### src/include/tmds_ctl_map.svh
// constants for the port select control block
// assumes include by bare name; no processes here
// Behaviour
// - pin mode emphasis pins map 00/01/10/11 to 0, 1.5, 2.5, 3.5 dB.
// - output enable low disables ports, receiver, drivers, terminations; source hot-plug 0.
// - pin mode, broadcast high enables both output ports.
// - pin mode, broadcast low: port choice high selects port 2, else port 1.
// - port 1 mirror output follows configuration bit 5.
// - source termination select high connects termination; low gives open-drain drivers.
// - low input clock level squelches and disables outputs; restored above threshold.
// - squelch enabled also enables input termination.
// - squelch disabled with no input leaves data outputs undefined.
// - in squelch, outputs go high impedance or source-terminated pull-up.
// - pin mode hot-plug is OR when broadcast, else selected port's input.
// - register mode ignores pins; hot-plug is OR of hot-plug AND port enable.
// - selected port counts enabled only while its hot-plug input is 1.
// - register mode turns shared pins into address bits; pin mode uses them as controls.
// - register mode: configuration bits 5 and 4 enable ports 1 and 2.
// - receiver setup bit 1 zero enables squelch, one disables it.
`ifndef TMDS_CTL_MAP_SVH
`define TMDS_CTL_MAP_SVH
`define CFG_PORT1_BIT 5
`define CFG_PORT2_BIT 4
`define RXSET_SQUELCH_OFF_BIT 1
`define CFG_RESET 8'hFF
`define RXSET_RESET 8'h00
`define EMP_0DB 2'h0
`define EMP_1P5DB 2'h1
`define EMP_2P5DB 2'h2
`define EMP_3P5DB 2'h3
`define RXSET_IN_TERM_OFF_BIT 7
`define PIN_OUT_EN 13
`define PIN_CTL_SRC 12
`define PIN_BCAST 11
`define PIN_CHOICE 10
`define PIN_CHOICE2 9
`define PIN_EMP_LO 8
`define PIN_EMP_HI 7
`define PIN_SW_LO 6
`define PIN_SW_HI 5
`define PIN_TERM 4
`define PIN_CLK_DET 3
`define PIN_HP1 2
`define PIN_HP2 1
`define PIN_SPARE 0
`endif

### src/include/tmds_ctl_pkg.sv
// types for the port select control block
// assumes a single reference clock domain
package tmds_ctl_pkg;
  typedef enum logic [1:0] {
    EMPH_0DB = 2'h0,
    EMPH_1P5DB = 2'h1,
    EMPH_2P5DB = 2'h2,
    EMPH_3P5DB = 2'h3
  } emphasis_t;
  typedef enum logic [1:0] {
    ST_ACTIVE = 2'h1,
    ST_SQUELCH = 2'h2
  } squelch_state_t;
  typedef struct packed {
    logic port1_en;
    logic port2_en;
    logic rx_on;
    logic drivers_on;
    logic src_term_on;
    logic open_drain;
    logic in_term_on;
    logic squelch;
  } out_ctl_t;
endpackage

### src/rtl/tmds_port_select_control.sv
// port enable, hot-plug, termination and squelch control for a 1:2 splitter
// assumes pins are asynchronous and are synchronised here; registers come
// from an external serial-register slave on the same clock
`include "tmds_ctl_map.svh"
`timescale 1ns/1ns
`default_nettype none
module tmds_port_select_control (
  // clock and reset
  input wire logic ref_clk_in,
  input wire logic resetn_in,
  // strap pins
  input wire logic output_enable_in,
  input wire logic control_source_select_in,
  input wire logic broadcast_select_in,
  input wire logic port_choice_pin_in,
  input wire logic second_port_choice_pin_in,
  input wire logic emphasis_bit_low_in,
  input wire logic emphasis_bit_high_in,
  input wire logic swing_bit_low_in,
  input wire logic swing_bit_high_in,
  input wire logic source_term_select_in,
  input wire logic clock_detect_in,
  // display hot-plug pins
  input wire logic hot_plug_in_1_in,
  input wire logic hot_plug_in_2_in,
  // register contents, same clock domain
  input wire logic [7:0] config_reg_in,
  input wire logic [7:0] rx_setup_reg_in,
  // decoded controls
  output var tmds_ctl_pkg::out_ctl_t ctl_out,
  output tmds_ctl_pkg::emphasis_t emphasis_out,
  output logic [1:0] swing_out,
  output logic [3:0] i2c_address_out,
  output logic port1_mirror_out,
  output logic hot_plug_to_source_out,
  output logic hot_plug_to_source_oe_out
);
  import tmds_ctl_pkg::*;

  // ----------------------------------------
  // pin synchronisers
  // ----------------------------------------
  localparam int NPIN = 14;
  logic [NPIN-1:0] pins_raw;
  logic [NPIN-1:0] sync1_reg;
  logic [NPIN-1:0] sync2_reg;
  logic [NPIN-1:0] sync1_next;
  logic [NPIN-1:0] sync2_next;
  assign pins_raw[`PIN_OUT_EN] = output_enable_in;
  assign pins_raw[`PIN_CTL_SRC] = control_source_select_in;
  assign pins_raw[`PIN_BCAST] = broadcast_select_in;
  assign pins_raw[`PIN_CHOICE] = port_choice_pin_in;
  assign pins_raw[`PIN_CHOICE2] = second_port_choice_pin_in;
  assign pins_raw[`PIN_EMP_LO] = emphasis_bit_low_in;
  assign pins_raw[`PIN_EMP_HI] = emphasis_bit_high_in;
  assign pins_raw[`PIN_SW_LO] = swing_bit_low_in;
  assign pins_raw[`PIN_SW_HI] = swing_bit_high_in;
  assign pins_raw[`PIN_TERM] = source_term_select_in;
  assign pins_raw[`PIN_CLK_DET] = clock_detect_in;
  assign pins_raw[`PIN_HP1] = hot_plug_in_1_in;
  assign pins_raw[`PIN_HP2] = hot_plug_in_2_in;
  assign pins_raw[`PIN_SPARE] = 1'b0;

  // one two-flop synchroniser per pin; cleared so the port, receiver, driver and termination enables start off
  for (genvar i = 0; i < NPIN; i++) begin : g_sync
    always_comb begin
      sync1_next[i] = pins_raw[i];
      sync2_next[i] = sync1_reg[i];
    end

    always_ff @(posedge ref_clk_in) begin
      if (!resetn_in) begin
        sync1_reg[i] <= 1'b0;
        sync2_reg[i] <= 1'b0;
      end else begin
        sync1_reg[i] <= sync1_next[i];
        sync2_reg[i] <= sync2_next[i];
      end
    end
  end

  logic oe_s, ms_s, bc_s, sel_s, emp_lo_s, emp_hi_s, sw_lo_s, sw_hi_s;
  logic rterm_s, clkdet_s, hp1_s, hp2_s;
  assign oe_s = sync2_reg[`PIN_OUT_EN];
  assign ms_s = sync2_reg[`PIN_CTL_SRC];
  assign bc_s = sync2_reg[`PIN_BCAST];
  assign sel_s = sync2_reg[`PIN_CHOICE];
  assign emp_lo_s = sync2_reg[`PIN_EMP_LO];
  assign emp_hi_s = sync2_reg[`PIN_EMP_HI];
  assign sw_lo_s = sync2_reg[`PIN_SW_LO];
  assign sw_hi_s = sync2_reg[`PIN_SW_HI];
  assign rterm_s = sync2_reg[`PIN_TERM];
  assign clkdet_s = sync2_reg[`PIN_CLK_DET];
  assign hp1_s = sync2_reg[`PIN_HP1];
  assign hp2_s = sync2_reg[`PIN_HP2];
  // second port choice pin is don't-care in every documented mode

  // ----------------------------------------
  // squelch state
  // ----------------------------------------
  squelch_state_t sq_reg;
  squelch_state_t sq_next;
  logic squelch_en;
  assign squelch_en = !rx_setup_reg_in[`RXSET_SQUELCH_OFF_BIT];

  always_comb begin
    case (sq_reg)
      ST_ACTIVE: sq_next = (squelch_en && !clkdet_s) ? ST_SQUELCH : ST_ACTIVE;
      ST_SQUELCH: sq_next = (!squelch_en || clkdet_s) ? ST_ACTIVE : ST_SQUELCH;
      default: sq_next = ST_SQUELCH;
    endcase
  end

  // with squelch disabled, no-input data outputs are undefined by design
  always_ff @(posedge ref_clk_in) begin
    if (!resetn_in) begin
      sq_reg <= ST_SQUELCH;
    end else begin
      sq_reg <= sq_next;
    end
  end

  // ----------------------------------------
  // port selection
  // ----------------------------------------
  logic port_choice_pin;
  logic second_port_choice_pin;
  logic hp_port_choice_pin;
  logic hp_second_port_choice_pin;

  // selection is pure decode, so a pin or register change needs no command
  always_comb begin
    if (ms_s) begin
      port_choice_pin = config_reg_in[`CFG_PORT1_BIT];
      second_port_choice_pin = config_reg_in[`CFG_PORT2_BIT];
    end else if (bc_s) begin
      port_choice_pin = 1'b1;
      second_port_choice_pin = 1'b1;
    end else begin
      port_choice_pin = !sel_s;
      second_port_choice_pin = sel_s;
    end
    hp_port_choice_pin = hp1_s && port_choice_pin;
    hp_second_port_choice_pin = hp2_s && second_port_choice_pin;
  end

  // ----------------------------------------
  // hot-plug toward the source
  // ----------------------------------------
  logic hp_next;
  logic hp_reg;

  always_comb begin
    hp_next = hp_port_choice_pin || hp_second_port_choice_pin;
    if (!oe_s) begin
      hp_next = 1'b0;
    end
  end

  always_ff @(posedge ref_clk_in) begin
    if (!resetn_in) begin
      hp_reg <= 1'b0;
    end else begin
      hp_reg <= hp_next;
    end
  end

  // ----------------------------------------
  // port, driver and termination controls
  // ----------------------------------------
  out_ctl_t ctl_next;
  out_ctl_t ctl_reg;

  always_comb begin
    ctl_next.squelch = (sq_reg == ST_SQUELCH);
    // a selected port only drives while its display is present
    ctl_next.port1_en = oe_s && port_choice_pin && hp1_s && !ctl_next.squelch;
    ctl_next.port2_en = oe_s && second_port_choice_pin && hp2_s && !ctl_next.squelch;
    ctl_next.rx_on = oe_s;
    ctl_next.drivers_on = oe_s && !ctl_next.squelch;
    // squelched outputs keep source termination as a pull-up when selected
    ctl_next.src_term_on = oe_s && rterm_s;
    ctl_next.open_drain = !rterm_s;
    // squelch enable forces input termination on, else the register bit decides
    ctl_next.in_term_on = oe_s &&
      (squelch_en || !rx_setup_reg_in[`RXSET_IN_TERM_OFF_BIT]);
  end

  always_ff @(posedge ref_clk_in) begin
    if (!resetn_in) begin
      ctl_reg <= '0;
    end else begin
      ctl_reg <= ctl_next;
    end
  end

  // ----------------------------------------
  // emphasis from the shared pins
  // ----------------------------------------
  // register mode borrows the pins, so the last pin-mode setting is kept
  emphasis_t emph_next;
  emphasis_t emph_reg;

  always_comb begin
    if (ms_s) begin
      emph_next = emph_reg;
    end else begin
      emph_next = emphasis_t'({emp_hi_s, emp_lo_s});
    end
  end

  always_ff @(posedge ref_clk_in) begin
    if (!resetn_in) begin
      emph_reg <= EMPH_0DB;
    end else begin
      emph_reg <= emph_next;
    end
  end

  // ----------------------------------------
  // swing from the shared pins
  // ----------------------------------------
  // same hold-over as emphasis while the pins carry the address
  logic [1:0] swing_next;
  logic [1:0] swing_reg;

  always_comb begin
    if (ms_s) begin
      swing_next = swing_reg;
    end else begin
      swing_next = {sw_hi_s, sw_lo_s};
    end
  end

  always_ff @(posedge ref_clk_in) begin
    if (!resetn_in) begin
      swing_reg <= '0;
    end else begin
      swing_reg <= swing_next;
    end
  end

  // ----------------------------------------
  // serial address from the shared pins
  // ----------------------------------------
  // pin mode leaves the last captured address in place
  logic [3:0] addr_next;
  logic [3:0] addr_reg;

  always_comb begin
    if (ms_s) begin
      addr_next = {emp_hi_s, emp_lo_s, sw_hi_s, sw_lo_s};
    end else begin
      addr_next = addr_reg;
    end
  end

  always_ff @(posedge ref_clk_in) begin
    if (!resetn_in) begin
      addr_reg <= '0;
    end else begin
      addr_reg <= addr_next;
    end
  end

  // ----------------------------------------
  // port 1 mirror
  // ----------------------------------------
  // registered so the pin never glitches while the register is rewritten
  logic mirror_next;
  logic mirror_reg;

  always_comb begin
    mirror_next = config_reg_in[`CFG_PORT1_BIT];
  end

  always_ff @(posedge ref_clk_in) begin
    if (!resetn_in) begin
      mirror_reg <= 1'b0;
    end else begin
      mirror_reg <= mirror_next;
    end
  end

  // ----------------------------------------
  // outputs
  // ----------------------------------------
  assign ctl_out = ctl_reg;
  assign emphasis_out = emph_reg;
  assign swing_out = swing_reg;
  assign i2c_address_out = addr_reg;
  assign port1_mirror_out = mirror_reg;
  // open-drain style toward the source: drive low only, external pull-up gives 1
  assign hot_plug_to_source_out = 1'b0;
  assign hot_plug_to_source_oe_out = !hp_reg;
endmodule
`default_nettype wire
### config.mk
export PLATFORM = sky130hd
export DESIGN_NAME = tmds_port_select_control
export DESIGN_NICKNAME = d
export VERILOG_FILES = /design/src/include/tmds_ctl_pkg.sv /design/src/rtl/tmds_port_select_control.sv
export VERILOG_INCLUDE_DIRS = /design/src /design/src/include
export SDC_FILE = /design/constraint.sdc
export NUM_CORES = 1
export LEC_CHECK = 0
export BUFFER_PORTS_ARGS = -buffer_cell sky130_fd_sc_hd__clkbuf_2
export CAP_MARGIN = 20
export CORE_MARGIN = 1
export CORE_UTILIZATION = 47
export DETAILED_ROUTE_END_ITERATION = 10
export PLACE_DENSITY_LB_ADDON = 0.25
export REMOVE_ABC_BUFFERS = 1
export SETUP_SLACK_MARGIN = 0.1
export SLEW_MARGIN = 20
export SYNTH_ARGS = -nofsm -noshare
export SYNTH_HDL_FRONTEND = slang
export SYNTH_SLANG_ARGS = --single-unit
### constraint.sdc
create_clock -name ref_clk_in -period 1.2 [get_ports ref_clk_in]
set_input_delay 0.06 -clock ref_clk_in [delete_from_list [all_inputs] [get_ports ref_clk_in]]
set_output_delay 0.06 -clock ref_clk_in [all_outputs]
set_load 0.05 [all_outputs]
==> metrics.txt <==
# TYPE chip_impl_metric gauge
chip_impl_metric{name="avgViaCountPerCell",unit=""} 4.54
chip_impl_metric{name="fin_total_pwr",unit="mW"} 2.58
chip_impl_info{name="path_class",value="flop to output port"} 1
chip_impl_metric{name="route.detailed.drc",unit=""} 0
chip_impl_metric{name="finClkSkew",unit="ps"} 8.23
chip_impl_metric{name="synth_sequential_area_ratio",unit="%"} 64.3
chip_impl_metric{name="antenna_violations_before_repair",unit=""} 0
chip_impl_info{name="min-delay-path-class",value="input pin to flop"} 1
chip_impl_metric{name="gp_routability_congestion",unit=""} 0.624
chip_impl_metric{name="globalRouteOverflowTotal",unit=""} 0
chip_impl_metric{name="ios",unit=""} 50
chip_impl_metric{name="insertion_delay",unit="ps"} 350
chip_impl_metric{name="setup_slack",unit="ps"} 150
chip_impl_metric{name="cts_made_buffers",unit=""} 5
chip_impl_info{name="crit_path_top_delay_cell",value="sky130_fd_sc_hd__dfxtp_1"} 1
chip_impl_metric{name="vias_in_the_first_global_route",unit=""} 916
chip_impl_info{name="cts.root.buffer_cell",value="sky130_fd_sc_hd__clkbuf_4"} 1
chip_impl_metric{name="yosysWarningCount",unit=""} 0
chip_impl_metric{name="grt_pass1_wl",unit="um"} 3750
chip_impl_metric{name="ys_ff_latch",unit=""} 44
chip_impl_info{name="timing.critical_path.cells",value="clkbuf_2"} 1
chip_impl_metric{name="pin_count_of_the_biggest_net_entering_global_routing",unit=""} 25
chip_impl_info{name="clock_tree_from_tritoncts",value="built"} 1
chip_impl_metric{name="required",unit="ps"} 1140
chip_impl_metric{name="setup-violations-final",unit=""} 0
chip_impl_metric{name="slew_violations",unit=""} 0
chip_impl_metric{name="largest_register_ff_count",unit=""} 12
chip_impl_metric{name="global_route.usage.total",unit="%"} 16.3
chip_impl_info{name="final_cell_mix",value="sky130_fd_sc_hd__dfxtp_1 (44), sky130_fd_sc_hd__clkbuf_2 (34), sky130_fd_sc_hd__and2_1 (26)"} 1
chip_impl_metric{name="cp_num_buf_inv",unit=""} 1
chip_impl_metric{name="dr.pass1.iters",unit=""} 3
chip_impl_metric{name="h-tree-depth",unit=""} 2
chip_impl_metric{name="synthesis.area_per_instance",unit="um^2"} 11.6
chip_impl_metric{name="design.die.area",unit="um^2"} 3130
chip_impl_metric{name="hold_path_depth",unit=""} 4
chip_impl_metric{name="routed_wirelength",unit="um"} 2160
chip_impl_metric{name="postCtsSetupBuffers",unit=""} 0
chip_impl_metric{name="area_growth_from_synthesis_to_layout",unit="%"} 31.1
chip_impl_metric{name="design.final.nets",unit=""} 207
chip_impl_metric{name="dr_total_vias",unit=""} 930
chip_impl_metric{name="worstPathArrival",unit="ps"} 990
chip_impl_metric{name="layout_worst_path_cycle_share",unit="%"} 87.5
chip_impl_metric{name="p_per_area",unit="nW/um^2"} 1440
chip_impl_metric{name="diodes",unit=""} 0
chip_impl_info{name="cp-start-kind",value="flop"} 1
chip_impl_metric{name="post-place-ws",unit="ps"} 143
chip_impl_metric{name="finalWorstPathRequiredPeriod",unit="ps"} 1050
chip_impl_metric{name="core_region_area",unit="um^2"} 2760
chip_impl_info{name="run_status",value="finished clean"} 1
chip_impl_metric{name="clock_pin_slew_on_the_worst_setup_and_hold_paths",unit="ps"} 110
chip_impl_info{name="unrepaired_setup_endpoints_after_global_routing",value="false"} 1
chip_impl_metric{name="cap_violations",unit=""} 0
chip_impl_metric{name="floorplan.die.height",unit="um"} 56.0
chip_impl_metric{name="mappedNetlistArea",unit="um^2"} 1370
chip_impl_metric{name="fp-row-count",unit=""} 19
chip_impl_metric{name="cells_after_synth",unit=""} 118
chip_impl_metric{name="ir_worst_vdd",unit="mV"} 1.19
chip_impl_metric{name="maxClockFrequency",unit="GHz"} 0.953
chip_impl_metric{name="fraction_of_final_layout_cells_sized_beyond_drive_strength_1",unit="%"} 25.9
chip_impl_metric{name="route.detailed.wl_per_inst",unit="um"} 10.6
chip_impl_metric{name="number_of_buffers_on_the_longest_clock_path",unit=""} 2
chip_impl_info{name="timing.critical_path.max_delay_family",value="flip-flops"} 1
chip_impl_metric{name="die-width",unit="um"} 56.0
chip_impl_metric{name="slowest_delay",unit="ps"} 360
chip_impl_metric{name="aggregate_negative_setup_slack",unit="ps"} 0
chip_impl_metric{name="finalHoldViolCount",unit=""} 0
chip_impl_metric{name="ff2ff_path_depth",unit=""} 4
chip_impl_metric{name="start_util",unit="%"} 49.7
chip_impl_metric{name="port_buffers",unit=""} 35
chip_impl_metric{name="dp_hpwl",unit="um"} 1420
chip_impl_info{name="cp-end-kind",value="output port"} 1
chip_impl_info{name="final_common_cell",value="sky130_fd_sc_hd__dfxtp_1"} 1
chip_impl_metric{name="worstPathMaxFanout",unit=""} 2
chip_impl_metric{name="detail_route.iter0.violations",unit=""} 24
chip_impl_metric{name="synth.lib_cells_used.distinct",unit=""} 21
chip_impl_metric{name="cp_num_cells",unit=""} 1
chip_impl_metric{name="drt.antenna.violating_nets",unit=""} 0
chip_impl_metric{name="leakage",unit="nW"} 0.804
chip_impl_metric{name="numClockSinks",unit=""} 44
==> repair_timing <==
action / 4_1_cts / 5_1_grt
endpoints found under the setup margin: 0 / 2
hold buffers: 16 / 0
gates resized for setup: 0 / 2
hold endpoints to repair: 15 / 0
==> kinds of logic after synthesis <==
logic type / Yosys count / synth area share, %
buf+inv: 11 / 3.93
flops: 44 / 64.3
other cells: 1 / 0.274
simple gates: 46 / 20.5
compound gates: 5 / 2.37
mux: 8 / 5.84
fa+ha+maj: 3 / 2.74
==> path summary, 6_finish.rpt <==
kind | end | slack [ps] | startpoint
worst max-delay path | emphasis_out[1] | 150 | emphasis_out[1]$_SDFFE_PN0N_
worst min-delay path | ctl_out[6]$_SDFF_PN0_ | 140 | config_reg_in[4]
worst max register to register | sq_reg[1]$_SDFF_PN1_ | 180 | sq_reg[0]$_SDFF_PN0_
worst min register to register | ctl_out[2]$_SDFF_PN0_ | 410 | rterm_s$_SDFF_PN0_
==> per-layer routing <==
layer | vias up | routed length [um] | track usage (%)
met2 | 29 | 1090 | 28.4
met1 | 416 | 860 | 15.4
met3 | 9 | 134 | 6.98
li1 | 476 | - | -
met4 | 0 | 78 | 10.5
met5 | - | 0 | 0
==> Yosys cell counts (all sizes together) <==
cell | n | area (um^2)
and2 | 26 | 163
nor4b | 1 | 8.76
dfxtp | 44 | 881
clkbuf | 3 | 11.3
and3 | 1 | 6.26
nor2b | 9 | 56.3
mux2i | 8 | 80.1
o311ai | 2 | 17.5
buf | 3 | 23.8
nor3 | 2 | 10.0
inv | 5 | 18.8
nand2 | 1 | 3.75
nand3b | 1 | 7.51
a21oi | 2 | 10.0
conb | 1 | 3.75
ha | 3 | 37.5
nor2 | 3 | 11.3
o21ai | 1 | 5.00
or2b | 2 | 15.0
==> power breakdown <==
part	switching [mW]	internal, mW	total [mW]
Clock	0.421	0.289	0.711
Sequential	0.0268	1.53	1.56
Combinational	0.173	0.144	0.317
Total	0.621	1.96	2.58
==> area by class of cell <==
| type | instances | area, um^2 |
|---|---|---|
| multi-input combinational | 63 | 442 |
| clock buffer | 8 | 58.8 |
| tap | 31 | 38.8 |
| inverter | 5 | 18.8 |
| fill | 238 | 961 |
| sequential | 44 | 881 |
| timing repair buffer | 54 | 358 |
==> stage by stage <==
stage	instance area [um^2]	cells	utilization (%)	hold slack, ps
after floorplan	1340	112	-	143
after global placement	1570	181	57.0	242
after detailed placement	1570	181	57.0	254
after CTS	1790	205	64.9	125
after global routing	1800	205	65.2	188
final	1800	205	65.2	137
(Power assumes the default switching activity.)
